$ cat src/logic/tmpc_regs.vh
// Purpose: Register map, field positions and timing counts for the touch
//          mode and power control block
// Assumes: 100 MHz mclk
// Notes:   Included by every design file of the block
`ifndef TMPC_REGS_VH
`define TMPC_REGS_VH

// Register offsets on the serial bus
`define TMPC_ADDR_TICK      8'h0e
`define TMPC_ADDR_CFG       8'h13

// Power-up values
`define TMPC_TICK_RST       8'h05
`define TMPC_CFG_RST        8'h14

// Tick period code limit, base offset and fixed period
`define TMPC_TICK_MAX       8'h1a
`define TMPC_TICK_BASE_MS   6'd5
`define TMPC_FIXED_TICK_MS  6'd8

// Configuration field positions
`define TMPC_CFG_SCAN       0
`define TMPC_CFG_IRQ_OUTPUT_ENABLE      1
`define TMPC_CFG_DCN        2
`define TMPC_CFG_RSTN       4
`define TMPC_CFG_IRQ_SPACING_FACTOR_LO    5
`define TMPC_CFG_IRQ_SPACING_FACTOR_HI    7

// Time base
`define TMPC_CLK_NS         10
`define TMPC_NS_PER_MS      1000000
`define TMPC_CYC_PER_MS     (`TMPC_NS_PER_MS / `TMPC_CLK_NS)

// Low-power scan scaling
`define TMPC_DEBOUNCE       24'd4
`define TMPC_IDLE_SCALE     24'd64

// Bus slave address (arbitrary value)
`define TMPC_SLAVE_ADDR     7'h2a

`endif

$ cat src/logic/tmpc_pin_sync.v
// Purpose: Three-stage synchroniser with agreement filter and edge pulses
// Assumes: Pin idles high
// Notes:   Level changes only once stages two and three agree
`include "tmpc_regs.vh"

module tmpc_pin_sync (
  input  wire mclk,
  input  wire sys_rst,
  input  wire pin,
  output reg  level,
  output reg  fall,
  output reg  rise
);

  reg s1;
  reg s2;
  reg s3;

  always @(posedge mclk) begin
    if (sys_rst) begin
      s1    <= 1'b1;
      s2    <= 1'b1;
      s3    <= 1'b1;
      level <= 1'b1;
      fall  <= 1'b0;
      rise  <= 1'b0;
    end else begin
      s1 <= pin;
      s2 <= s1;
      s3 <= s2;
      fall <= 1'b0;
      rise <= 1'b0;
      if (s2 == s3) begin
        level <= s3;
        fall  <= level & ~s3;
        rise  <= ~level & s3;
      end
    end
  end

endmodule

$ cat src/logic/tmpc_tick_gen.v
// Purpose: Master tick generator, one pulse every period_ms milliseconds
// Assumes: period_ms is at least 1
// Notes:   CYC_PER_MS may be shortened for simulation
`include "tmpc_regs.vh"

module tmpc_tick_gen #(
  parameter CYC_PER_MS = `TMPC_CYC_PER_MS,
  parameter CW         = 17
) (
  input  wire       mclk,
  input  wire       sys_rst,
  input  wire [5:0] period_ms,
  output reg        tick
);

  localparam [31:0]   LAST_W = CYC_PER_MS - 1;
  localparam [CW-1:0] LAST   = LAST_W[CW-1:0];

  reg [CW-1:0] cyc_cnt;
  reg [5:0]    ms_cnt;

  always @(posedge mclk) begin
    if (sys_rst) begin
      cyc_cnt <= {CW{1'b0}};
      ms_cnt  <= 6'h00;
      tick    <= 1'b0;
    end else begin
      tick <= 1'b0;
      if (cyc_cnt >= LAST) begin
        cyc_cnt <= {CW{1'b0}};
        if (ms_cnt + 6'h01 >= period_ms) begin
          ms_cnt <= 6'h00;
          tick   <= 1'b1;
        end else begin
          ms_cnt <= ms_cnt + 6'h01;
        end
      end else begin
        cyc_cnt <= cyc_cnt + {{(CW-1){1'b0}}, 1'b1};
      end
    end
  end

endmodule

$ cat src/logic/tmpc_core.v
// Purpose: Operating mode, master tick, interrupt spacing and low-power
//          scan scheduling, reached over a serial two-wire bus slave
// Assumes: scl/sda/wake_pin are asynchronous pins; other inputs on mclk
// Notes:   Registers other than tick and config live outside, via ext_*
//
// Function
// - All timing from master tick; 8 ms outside continuous
// - Tick code N gives N+5 ms
// - Out-of-range tick code forced to 26
// - Duty-cycled run scans, sleeps between scans
// - Idle stop: no scan, all writes accepted
// - Off stop: no scan, no bus response
// - Wake pin falling edge sets duty-cycle disable
// - Wake edge only exit from off stop; duty-cycled run also exits on config write
// - Config bit 2 active-low duty-cycle control
// - Config bit 0 enables scanning, run mode
// - Config bit 4 low resets all but the bus slave
// - Config bit 1 enables interrupt output
// - Bits 7:5 space interrupts by code+1 ticks
// - Low-power scheduling only in duty-cycled run
// - Normal period ((code+5)/8+1)*mult*4 ticks
// - Slow period is normal times sleep factor
// - Idle timeout is ((code+5)/8+1)*factor*mult*64 ticks
// - Idle goes slow, touch returns to normal
// - Run modes accept only config writes
// - Zero idle or sleep factor disables slow
`include "tmpc_regs.vh"

module tmpc_core #(
  parameter       CYC_PER_MS = `TMPC_CYC_PER_MS,
  parameter [6:0] SLAVE_ADDR = `TMPC_SLAVE_ADDR
) (
  input  wire       mclk,
  input  wire       sys_rst,
  input  wire       scl_in,
  input  wire       sda_in,
  output wire       sda_out,
  output reg        sda_oe_n,
  input  wire       wake_pin,
  input  wire [7:0] sample_period_multiplier,
  input  wire [2:0] idle_timeout_factor,
  input  wire [4:0] sleep_duration_factor,
  input  wire       touch_detected,
  input  wire       irq_event,
  input  wire       irq_ack,
  input  wire [7:0] ext_rd_data,
  output reg  [7:0] ext_addr,
  output reg  [7:0] ext_wr_data,
  output reg        ext_wr_en,
  output reg        ctrl_rst,
  output reg  [3:0] mode_state,
  output wire       master_tick,
  output reg        scan_pulse,
  output reg        low_power_sleep,
  output reg        slow_scan,
  output reg        irq_n
);

  localparam [3:0] MODE_CONTINUOUS_RUN_MODE = 4'h1;
  localparam [3:0] MODE_DUTY_CYCLED_RUN_MODE = 4'h2;
  localparam [3:0] MODE_IDLE = 4'h4;
  localparam [3:0] MODE_OFF  = 4'h8;

  localparam [6:0] ST_IDLE  = 7'h01;
  localparam [6:0] ST_ADDR  = 7'h02;
  localparam [6:0] ST_AACK  = 7'h04;
  localparam [6:0] ST_WRITE = 7'h08;
  localparam [6:0] ST_WACK  = 7'h10;
  localparam [6:0] ST_READ  = 7'h20;
  localparam [6:0] ST_RACK  = 7'h40;

  //////////////////////////////////////////////////////////////////////////
  // Pin synchronisers

  wire scl_lvl;
  wire scl_fall;
  wire scl_rise;
  wire sda_lvl;
  wire sda_fall;
  wire sda_rise;
  wire wake_fall;

  tmpc_pin_sync u_scl (
    .mclk    (mclk),
    .sys_rst (sys_rst),
    .pin     (scl_in),
    .level   (scl_lvl),
    .fall    (scl_fall),
    .rise    (scl_rise)
  );

  tmpc_pin_sync u_sda (
    .mclk    (mclk),
    .sys_rst (sys_rst),
    .pin     (sda_in),
    .level   (sda_lvl),
    .fall    (sda_fall),
    .rise    (sda_rise)
  );

  tmpc_pin_sync u_wake (
    .mclk    (mclk),
    .sys_rst (sys_rst),
    .pin     (wake_pin),
    .level   (),
    .fall    (wake_fall),
    .rise    ()
  );

  //////////////////////////////////////////////////////////////////////////
  // Registers and mode decode

  reg  [7:0] tick_period;
  reg  [7:0] mode_config;
  reg        soft_rst;
  wire       rst_all = sys_rst | soft_rst;

  wire       scan_enable          = mode_config[`TMPC_CFG_SCAN];
  wire       irq_output_enable    = mode_config[`TMPC_CFG_IRQ_OUTPUT_ENABLE];
  wire       duty_cycle_disable_n = mode_config[`TMPC_CFG_DCN];
  wire [2:0] irq_spacing_factor   =
             mode_config[`TMPC_CFG_IRQ_SPACING_FACTOR_HI:`TMPC_CFG_IRQ_SPACING_FACTOR_LO];

  reg  [3:0] next_mode;
  always @* begin
    case ({scan_enable, duty_cycle_disable_n})
      2'b11:   next_mode = MODE_CONTINUOUS_RUN_MODE;
      2'b10:   next_mode = MODE_DUTY_CYCLED_RUN_MODE;
      2'b01:   next_mode = MODE_IDLE;
      default: next_mode = MODE_OFF;
    endcase
  end

  wire continuous_run_mode  = (mode_state == MODE_CONTINUOUS_RUN_MODE);
  wire duty_cycled_run_mode = (mode_state == MODE_DUTY_CYCLED_RUN_MODE);
  wire idle_stop_mode       = (mode_state == MODE_IDLE);
  wire off_stop_mode        = (mode_state == MODE_OFF);

  // Bus is dead in off stop and asleep in duty-cycled run
  wire bus_ok = ~off_stop_mode & ~low_power_sleep;

  //////////////////////////////////////////////////////////////////////////
  // Master tick

  wire [5:0] tick_period_code = tick_period[5:0];
  wire [5:0] period_ms = continuous_run_mode ?
             tick_period_code + `TMPC_TICK_BASE_MS :
             `TMPC_FIXED_TICK_MS;

  tmpc_tick_gen #(
    .CYC_PER_MS (CYC_PER_MS)
  ) u_tick (
    .mclk      (mclk),
    .sys_rst   (rst_all),
    .period_ms (period_ms),
    .tick      (master_tick)
  );

  //////////////////////////////////////////////////////////////////////////
  // Low-power scan scheduling

  wire [8:0]  code_sum  = {1'b0, tick_period} + 9'h005;
  wire [23:0] mult24    = {18'h00000, code_sum[8:3] + 6'h01};
  wire [23:0] tasp24    = {16'h0000, sample_period_multiplier};
  wire [23:0] max_response_time = mult24 * tasp24 * `TMPC_DEBOUNCE;
  wire [23:0] slow_ticks =
              max_response_time * {19'h00000, sleep_duration_factor};
  wire [23:0] idle_timeout = mult24 * tasp24 *
              {21'h000000, idle_timeout_factor} * `TMPC_IDLE_SCALE;
  wire        lp_enable = (idle_timeout_factor != 3'h0) &
                          (sleep_duration_factor != 5'h00);
  wire [23:0] scan_period = slow_scan ? slow_ticks : max_response_time;

  reg [23:0] scan_cnt;
  reg [23:0] idle_cnt;

  always @(posedge mclk) begin
    if (rst_all) begin
      scan_cnt        <= 24'h000000;
      idle_cnt        <= 24'h000000;
      slow_scan       <= 1'b0;
      scan_pulse      <= 1'b0;
      low_power_sleep <= 1'b0;
    end else begin
      scan_pulse <= 1'b0;
      if (!duty_cycled_run_mode) begin
        scan_cnt        <= 24'h000000;
        idle_cnt        <= 24'h000000;
        slow_scan       <= 1'b0;
        low_power_sleep <= 1'b0;
        scan_pulse      <= continuous_run_mode & master_tick;
      end else begin
        if (touch_detected) begin
          slow_scan <= 1'b0;
          idle_cnt  <= 24'h000000;
        end else if (master_tick && !slow_scan) begin
          if (lp_enable && idle_cnt + 24'h000001 >= idle_timeout) begin
            slow_scan <= 1'b1;
            idle_cnt  <= 24'h000000;
          end else begin
            idle_cnt <= idle_cnt + 24'h000001;
          end
        end
        if (master_tick) begin
          if (scan_cnt + 24'h000001 >= scan_period) begin
            scan_cnt        <= 24'h000000;
            scan_pulse      <= 1'b1;
            low_power_sleep <= 1'b0;
          end else begin
            scan_cnt        <= scan_cnt + 24'h000001;
            low_power_sleep <= 1'b1;
          end
        end
      end
    end
  end

  //////////////////////////////////////////////////////////////////////////
  // Interrupt spacing

  reg       irq_pending;
  reg [3:0] hold_cnt;

  always @(posedge mclk) begin
    if (rst_all) begin
      irq_pending <= 1'b0;
      hold_cnt    <= 4'h0;
      irq_n       <= 1'b1;
    end else begin
      if (irq_event)
        irq_pending <= 1'b1;
      else if (irq_ack)
        irq_pending <= 1'b0;
      if (master_tick && hold_cnt != 4'h0)
        hold_cnt <= hold_cnt - 4'h1;
      if (!irq_n) begin
        if (!irq_pending || !irq_output_enable)
          irq_n <= 1'b1;
      end else if (irq_pending && irq_output_enable &&
                   hold_cnt == 4'h0) begin
        irq_n    <= 1'b0;
        hold_cnt <= {1'b0, irq_spacing_factor} + 4'h1;
      end
    end
  end

  //////////////////////////////////////////////////////////////////////////
  // Bus slave

  reg  [6:0] bus_state;
  reg  [7:0] shreg;
  reg  [3:0] bitcnt;
  reg        rw_read;
  reg        first_byte;
  reg        wr_commit;
  reg  [7:0] wr_byte;
  reg  [7:0] rd_data;

  assign sda_out = 1'b0;

  always @* begin
    case (ext_addr)
      `TMPC_ADDR_TICK: rd_data = tick_period;
      `TMPC_ADDR_CFG:  rd_data = mode_config;
      default:         rd_data = ext_rd_data;
    endcase
  end

  wire start_cond = sda_fall & scl_lvl;
  wire stop_cond  = sda_rise & scl_lvl;

  always @(posedge mclk) begin
    if (sys_rst) begin
      bus_state  <= ST_IDLE;
      shreg      <= 8'h00;
      bitcnt     <= 4'h0;
      rw_read    <= 1'b0;
      first_byte <= 1'b0;
      wr_commit  <= 1'b0;
      wr_byte    <= 8'h00;
      ext_addr   <= 8'h00;
      sda_oe_n   <= 1'b1;
    end else begin
      wr_commit <= 1'b0;
      if (start_cond) begin
        sda_oe_n <= 1'b1;
        bitcnt   <= 4'h0;
        bus_state <= bus_ok ? ST_ADDR : ST_IDLE;
      end else if (stop_cond) begin
        sda_oe_n  <= 1'b1;
        bus_state <= ST_IDLE;
      end else begin
        case (bus_state)
          ST_IDLE: begin
            sda_oe_n <= 1'b1;
          end
          ST_ADDR: begin
            if (scl_rise) begin
              shreg  <= {shreg[6:0], sda_lvl};
              bitcnt <= bitcnt + 4'h1;
            end else if (scl_fall && bitcnt == 4'h8) begin
              if (shreg[7:1] == SLAVE_ADDR) begin
                rw_read    <= shreg[0];
                first_byte <= ~shreg[0];
                sda_oe_n   <= 1'b0;
                bus_state  <= ST_AACK;
              end else begin
                bus_state <= ST_IDLE;
              end
            end
          end
          ST_AACK: begin
            if (scl_fall) begin
              bitcnt <= 4'h0;
              if (rw_read) begin
                shreg     <= rd_data;
                sda_oe_n  <= rd_data[7];
                bitcnt    <= 4'h1;
                ext_addr  <= ext_addr + 8'h01;
                bus_state <= ST_READ;
              end else begin
                sda_oe_n  <= 1'b1;
                bus_state <= ST_WRITE;
              end
            end
          end
          ST_WRITE: begin
            if (scl_rise) begin
              shreg  <= {shreg[6:0], sda_lvl};
              bitcnt <= bitcnt + 4'h1;
            end else if (scl_fall && bitcnt == 4'h8) begin
              sda_oe_n  <= 1'b0;
              bus_state <= ST_WACK;
              if (first_byte) begin
                ext_addr   <= shreg;
                first_byte <= 1'b0;
                bitcnt     <= 4'h0;
              end else begin
                wr_byte   <= shreg;
                wr_commit <= 1'b1;
              end
            end
          end
          ST_WACK: begin
            if (scl_fall) begin
              if (bitcnt == 4'h8)
                ext_addr <= ext_addr + 8'h01;
              sda_oe_n  <= 1'b1;
              bitcnt    <= 4'h0;
              bus_state <= ST_WRITE;
            end
          end
          ST_READ: begin
            if (scl_fall) begin
              if (bitcnt == 4'h8) begin
                sda_oe_n  <= 1'b1;
                bus_state <= ST_RACK;
              end else begin
                shreg    <= {shreg[6:0], 1'b1};
                sda_oe_n <= shreg[6];
                bitcnt   <= bitcnt + 4'h1;
              end
            end
          end
          ST_RACK: begin
            if (scl_rise && sda_lvl) begin
              bus_state <= ST_IDLE;
            end else if (scl_fall) begin
              shreg     <= rd_data;
              sda_oe_n  <= rd_data[7];
              bitcnt    <= 4'h1;
              ext_addr  <= ext_addr + 8'h01;
              bus_state <= ST_READ;
            end
          end
          default: begin
            sda_oe_n  <= 1'b1;
            bus_state <= ST_IDLE;
          end
        endcase
      end
    end
  end

  //////////////////////////////////////////////////////////////////////////
  // Register writes, wake edge and soft reset

  wire wr_cfg   = wr_commit && ext_addr == `TMPC_ADDR_CFG;
  wire wr_tick  = wr_commit && ext_addr == `TMPC_ADDR_TICK;

  always @(posedge mclk) begin
    if (rst_all) begin
      tick_period <= `TMPC_TICK_RST;
      mode_config <= `TMPC_CFG_RST;
      mode_state  <= MODE_IDLE;
      ext_wr_en   <= 1'b0;
      ext_wr_data <= 8'h00;
    end else begin
      mode_state <= next_mode;
      ext_wr_en  <= 1'b0;
      if (wr_cfg)
        mode_config <= wr_byte;
      if (wake_fall)
        mode_config[`TMPC_CFG_DCN] <= 1'b1;
      if (wr_tick && idle_stop_mode) begin
        if (wr_byte > `TMPC_TICK_MAX)
          tick_period <= `TMPC_TICK_MAX;
        else
          tick_period <= wr_byte;
      end
      if (wr_commit && !wr_cfg && !wr_tick && idle_stop_mode) begin
        ext_wr_en   <= 1'b1;
        ext_wr_data <= wr_byte;
      end
    end
  end

  always @(posedge mclk) begin
    if (sys_rst) begin
      soft_rst <= 1'b0;
      ctrl_rst <= 1'b1;
    end else begin
      soft_rst <= wr_cfg & ~wr_byte[`TMPC_CFG_RSTN];
      ctrl_rst <= wr_cfg & ~wr_byte[`TMPC_CFG_RSTN];
    end
  end

endmodule

$ cat config.mk
export PLATFORM = sky130hd
export DESIGN_NAME = tmpc_core
export DESIGN_NICKNAME = d
export VERILOG_FILES = /design/src/logic/tmpc_pin_sync.v /design/src/logic/tmpc_tick_gen.v /design/src/logic/tmpc_core.v
export VERILOG_INCLUDE_DIRS = /design/src /design/src/logic
export SDC_FILE = /design/constraint.sdc
export NUM_CORES = 1
export LEC_CHECK = 0
export BUFFER_PORTS_ARGS = -buffer_cell sky130_fd_sc_hd__buf_2
export CAP_MARGIN = 20
export CORE_MARGIN = 2
export CORE_UTILIZATION = 55
export DETAILED_ROUTE_END_ITERATION = 7
export PLACE_DENSITY = 0.78
export SYNTH_ARGS = -nofsm -noshare
export SYNTH_HDL_FRONTEND = slang
export SYNTH_HIERARCHICAL = 1
export SYNTH_SLANG_ARGS = --single-unit
$ cat constraint.sdc
create_clock -name mclk -period 9.1 [get_ports mclk]
set_clock_uncertainty 0.05 [all_clocks]
set_input_delay 1.365 -clock mclk [delete_from_list [all_inputs] [get_ports mclk]]
set_output_delay 1.365 -clock mclk [all_outputs]
set_load 0.005 [all_outputs]
After elaboration in Yosys (flattened, before gate mapping):

Index checks and enable logic that the tools add are counted.

* register bits after elaboration: 168
* logic and storage cells: 280

* $add $sub $neg: 11
* $mul: 3
* magnitude comparators: 5
* equality and inequality tests: 49
* multiplexer cells: 86
* bitwise logic cells: 32
* reductions and logical operators: 49

Operator list (count)
* $mux 8: 17
* $mux 7: 12
* $mux 24: 3
* $pmux 8 s4: 2
* $mux 4: 13
* $pmux 7 s7: 1
* $add 24x1->24 const B: 2
* $reduce_and 10->1: 3
* $mux 1: 28
* $ge 24x23->1: 1
* $ge 24x24->1: 1
* $pmux 4 s6: 1
* $mul 22x5->22: 1
* $ne 2x2->1 const B: 10
* $ne 4x4->1 const B: 5
* $not 1->1: 20
* $mux 6: 3
* $reduce_or 2->1: 9
* $add 17x1->17 const B: 1
* $ge 17x17->1 const B: 1
* $mul 14x3->17: 1
* $pmux 8 s2: 1
* $eq 7x6->1 const B: 2
* $mul 6x8->14: 1
* other kinds (52): 96

Longest topological paths before layout:

* depth in word-level cells: 9
* mapped depth: 43
* gate-level depth less buffers: 42

Cells and area by module:

Netlist, hierarchy kept.

Modules (own cells, without submodules)
* tmpc_core: times used 1, cells each 1653, area each 13136.3 sq um, sequential area each 2542.4 sq um
* tmpc_tick_gen: times used 1, cells each 144, area each 1236.2 sq um, sequential area each 480.5 sq um
* tmpc_pin_sync: times used 3, cells each 14, area each 182.7 sq um, sequential area each 120.1 sq um

Worst setup path after synthesis:

No wires, ideal clock.

* path kind: reg-to-reg
* from: reg tick_period[2]
* to: reg scan_cnt[20]
* library setup time: 0.070 ns
* data arrival time: 9.588 ns
* data required time: 8.980 ns
* path slack: -0.609 ns
* stages on the path, launching flop included: 41
* buffers on the path: 2
* clock period less this slack: 9.709 ns
* cells stage by stage: dfxtp_1 -> a21oi_1 -> xor2_1 -> clkbuf_1 -> inv_1 -> ha_1 -> nand2_1 -> nor2_1 -> xnor2_1 -> nand2_1 -> fa_1 -> fa_1 -> fa_1 -> inv_1 -> ha_1 -> nor2b_1 -> o21ai_0 -> a21boi_0 -> (+5 left out) -> fa_1 -> inv_1 -> fa_1 -> inv_1 -> ha_1 -> or3_1 -> a211oi_1 -> nor3_1 -> o31ai_1 -> a21boi_0 -> a211o_1 -> ha_1 -> nand4_1 -> nor4_1 -> a221oi_1 -> clkbuf_1 -> nand4b_1 -> a21oi_1

* cells in the longest elaborated chain, start to end: 7

Ends and longest elaborated chain
* start, declared: RTL line tmpc_core.v:113 `reg [7:0] tick_period;`
* start signal, assigned: RTL line tmpc_core.v:393 `` tick_period <= `TMPC_TICK_RST; ``
* start signal, assigned: RTL line tmpc_core.v:407 `` tick_period <= `TMPC_TICK_MAX; ``
* start signal, assigned: RTL line tmpc_core.v:409 `tick_period <= wr_byte;`
* $add 8x3->9 *: RTL line tmpc_core.v:162 `wire [8:0] code_sum = {1'b0, tick_period} + 9'h005;`
* $add 6x1->6 *: RTL line tmpc_core.v:163 `wire [23:0] mult24 = {18'h00000, code_sum[8:3] + 6'h01};`
* $mul 6x8->14 *: RTL line tmpc_core.v:165 `` wire [23:0] max_response_time = mult24 * tasp24 * `TMPC_DEBOUNCE; ``
* $mul 22x5->22: RTL line tmpc_core.v:167 `max_response_time * {19'h00000, sleep_duration_factor};`
* $mux 24 *: RTL line tmpc_core.v:172 `wire [23:0] scan_period = slow_scan ? slow_ticks : max_response_time;`
* $ge 24x24->1 *: RTL line tmpc_core.v:205 `if (scan_cnt + 24'h000001 >= scan_period) begin`
* $mux 24 *: RTL line tmpc_core.v:205
* end signal, assigned: RTL line tmpc_core.v:210 `scan_cnt <= scan_cnt + 24'h000001;`
* end, declared: RTL line tmpc_core.v:174 `reg [23:0] scan_cnt;`

Every way passes the cells marked *; elsewhere a longest branch is shown, timed or not.
A chain may end at the register's enable or synchronous reset.

Worst setup path in the final report:

* from: reg tick_period[1]
* to: reg scan_pulse

* cells in the longest elaborated chain, start to end: 9

Ends and longest elaborated chain
* $add 8x3->9 *: RTL line tmpc_core.v:162
* $add 6x1->6 *: RTL line tmpc_core.v:163
* $mul 6x8->14 *: RTL line tmpc_core.v:165
* $mul 22x5->22: RTL line tmpc_core.v:167
* $mux 24 *: RTL line tmpc_core.v:172
* $ge 24x24->1 *: RTL line tmpc_core.v:205
* $mux 1 *: RTL line tmpc_core.v:205
* $mux 1 *: RTL line tmpc_core.v:204 `if (master_tick) begin`
* $mux 1 *: RTL line tmpc_core.v:186 `if (!duty_cycled_run_mode) begin`
* end signal, assigned: RTL line tmpc_core.v:191 `scan_pulse <= continuous_run_mode & master_tick;`
* end, declared: RTL line tmpc_core.v:53 `output reg scan_pulse,`

Marks and branches as above.

==> metrics.txt <==
final-report max-slew violation count=0; overall die area=28400 um2; total global routing track utilization=26.4%; x dimension of the die=169 um; placeable core area=26800 um2; number of cells after detailed placement=2258; number of nets in the layout=2198; Placement Setup Slack=-395 ps; max-cap check violation count=0; kind of cell adding the most delay to the critical path=adder cells; pwr/cell area=106 nW/um2; data arrival time at the worst-slack endpoint=9400 ps; internal cell power=1.28 mW; most frequent cells in the layout=sky130_fd_sc_hd__nand2_1 (185), sky130_fd_sc_hd__dfxtp_1 (163), sky130_fd_sc_hd__inv_1 (145); hold worst-path end=u_scl/s2; detailed-route via count=13700; reg-to-reg critical path endpoint=scan_pulse; number of vias per cell after detailed routing=5.88; Fin. Hold Viols=0; Cell Rows=60; type of the most critical hold path=reg2reg; final hold slack=361 ps; number of instances in the synthesized netlist=1837; kind of end point of the critical path=flop; Psw=0.581 mW; result of the run=finished with violations; TritonCTS clock tree=done; antenna violations before repair=0; global-route wire length before repair=62.4 mm; WS Path Type=reg2reg; clock network latency to the later pin of the worst-skew pair=450 ps; crit path max-delay cell type=sky130_fd_sc_hd__fa_1; placed wire-length estimate after detailed placement=27.4 mm; time the final worst path needs with I/O delays and setup=9120 ps; Area Growth Syn to Fin=18.4%; syn_nets=2068; clock network fraction of total power=41.5%; filler cell count=2066; worst stage delay on the critical path=540 ps; share of power burned in registers=39.8%; buffers from clock root to sink, at most=2; startpoint type of the worst setup path=flop; cell at the root of the clock tree=sky130_fd_sc_hd__clkbuf_16; most frequent standard cell in the layout excluding fill and tap cells=sky130_fd_sc_hd__nand2_1; DRT Wirelength=38.1 mm; switching part of the total=31.2%; fin worst setup slack=-17.4 ps; number of clock sinks seen by CTS=168; DR WL/cell=16.4 um; remaining global-route overflow=0; number of placed I/O pins=61; non-filler cells in the finished layout=2321; antenna cell count=0; final number of setup-violating endpoints=2; Min-Delay Startpoint=u_scl/s1; Largest regs=idle_cnt (24), scan_cnt (24), u_tick/cyc_cnt (17); post-cts hold buffer count=0; LEAKAGE=7.59 nW; die height=169 um; count of unresolved DRC violations after routing=0; Highest Clock Rate=110 MHz; number of I/O port buffers=59; setup slack, reg-to-reg=-20 ps; synthesized area per cell=8.10 um2; WP data required=9380 ps; most common cell type on the critical path=sky130_fd_sc_hd__fa_1; number of cells on the worst hold path=1; crit share post-route=100%; CTS buffer count=17; count of buffering cells on the critical path with inverters included=8; remaining antenna violation count=0; Peak VDD IR=110 uV; failing checks=setup timing; Reg clk slew, reported paths=90 ps; vias in the first global route=13200; maximum number of pins on one net before global-route repair=53; weighted congestion at the end of routability-driven global placement=0.887; remaining max-slew budget at the tightest pin=40.9%; part of the total power dissipated in combinational logic=18.7%; origin of the critical flop-to-flop path=tick_period[1]; first-iteration detailed-routing DRC count=1242; Worst-Margin Slew=887 ps; Final Power=1.86 mW; core utilization of the finished layout=65.8%; area of the mapped netlist=14900 um2; maximum fanout encountered on the critical timing path=8; Worst Reg2Reg Path Length in Cells=42; H-tree Lvls=4; length of the first detailed-routing pass in iterations=6; setup repair after global routing missed its margin=yes; fraction of final layout cells with drive strength greater than 1=18.9%; Syn. warnings=6; initial core utilization=55.6%
## worst register-to-register path: cells and delay by family, from the launching register on
kind            cells  cell delay, ps
compound gates     12            2680
xor+xnor            3             380
simple gates       10            1560
fa+ha+maj           9            3230
flops               1             370
buf+inv             8             780
## timing repair
action | CTS | global route
buffers inserted | 7 | 21
gates resized for setup | 63 | 62
cloned | 1 | 3
pin swaps | 73 | 75
endpoints found under the setup margin | 24 | 24
## power by group through the flow
stage	registers (mW)	clock network [mW]	logic (mW)
3_5_place_dp	0.760	0	0.320
3_3_place_gp	0.759	0	0.313
5_1_grt	0.742	0.807	0.390
4_1_cts	0.742	0.780	0.326
2_1_floorplan	0.759	0	0.205
6_report	0.742	0.773	0.348
## through the flow
| step | TNS (ps) | instance area [um2] |
|---|---|---|
| global placement | -4100 | 16100 |
| CTS | -320 | 17100 |
| finish | -18.2 | 17600 |
| global route | -7130 | 17600 |
| detailed placement | -8030 | 16100 |
| floorplan | 0 | 15000 |
## how the worst max path moves through the flow
| stage | from | end | slack (ps) | cells past startpoint |
|---|---|---|---|---|
| final | tick_period[1] | scan_pulse | -20 | 42 |
| after detailed placement | tick_period[1] | scan_cnt[21] | -400 | 38 |
| after global placement | tick_period[0] | scan_pulse | -230 | 40 |
| after CTS | tick_period[1] | scan_pulse | -60 | 38 |
| after global routing | tick_period[0] | scan_pulse | -350 | 41 |
| after floorplan | tick_period[1] | scan_cnt[20] | 6 | 38 |
## per-layer routing
layer	share of wire [%]	GRT usage [%]	up-vias
met5	0	0	-
met4	1.9	7.72	0
met3	5.0	3.53	63
met2	49	45.8	396
met1	44	34.4	6592
li1	-	-	6599
## area by class of cell
| type | instances | area (um2) | area share (%) |
|---|---|---|---|
| clock buffers | 17 | 425 | 2.41 |
| well taps | 341 | 427 | 2.42 |
| multi-input cells | 1432 | 11300 | 63.8 |
| flip-flops and latches | 168 | 3380 | 19.2 |
| clock inverters | 15 | 211 | 1.20 |
| inverters | 157 | 589 | 3.34 |
| repair buffers | 191 | 1350 | 7.63 |
Note: power is estimated with default switching activity, not from simulation.
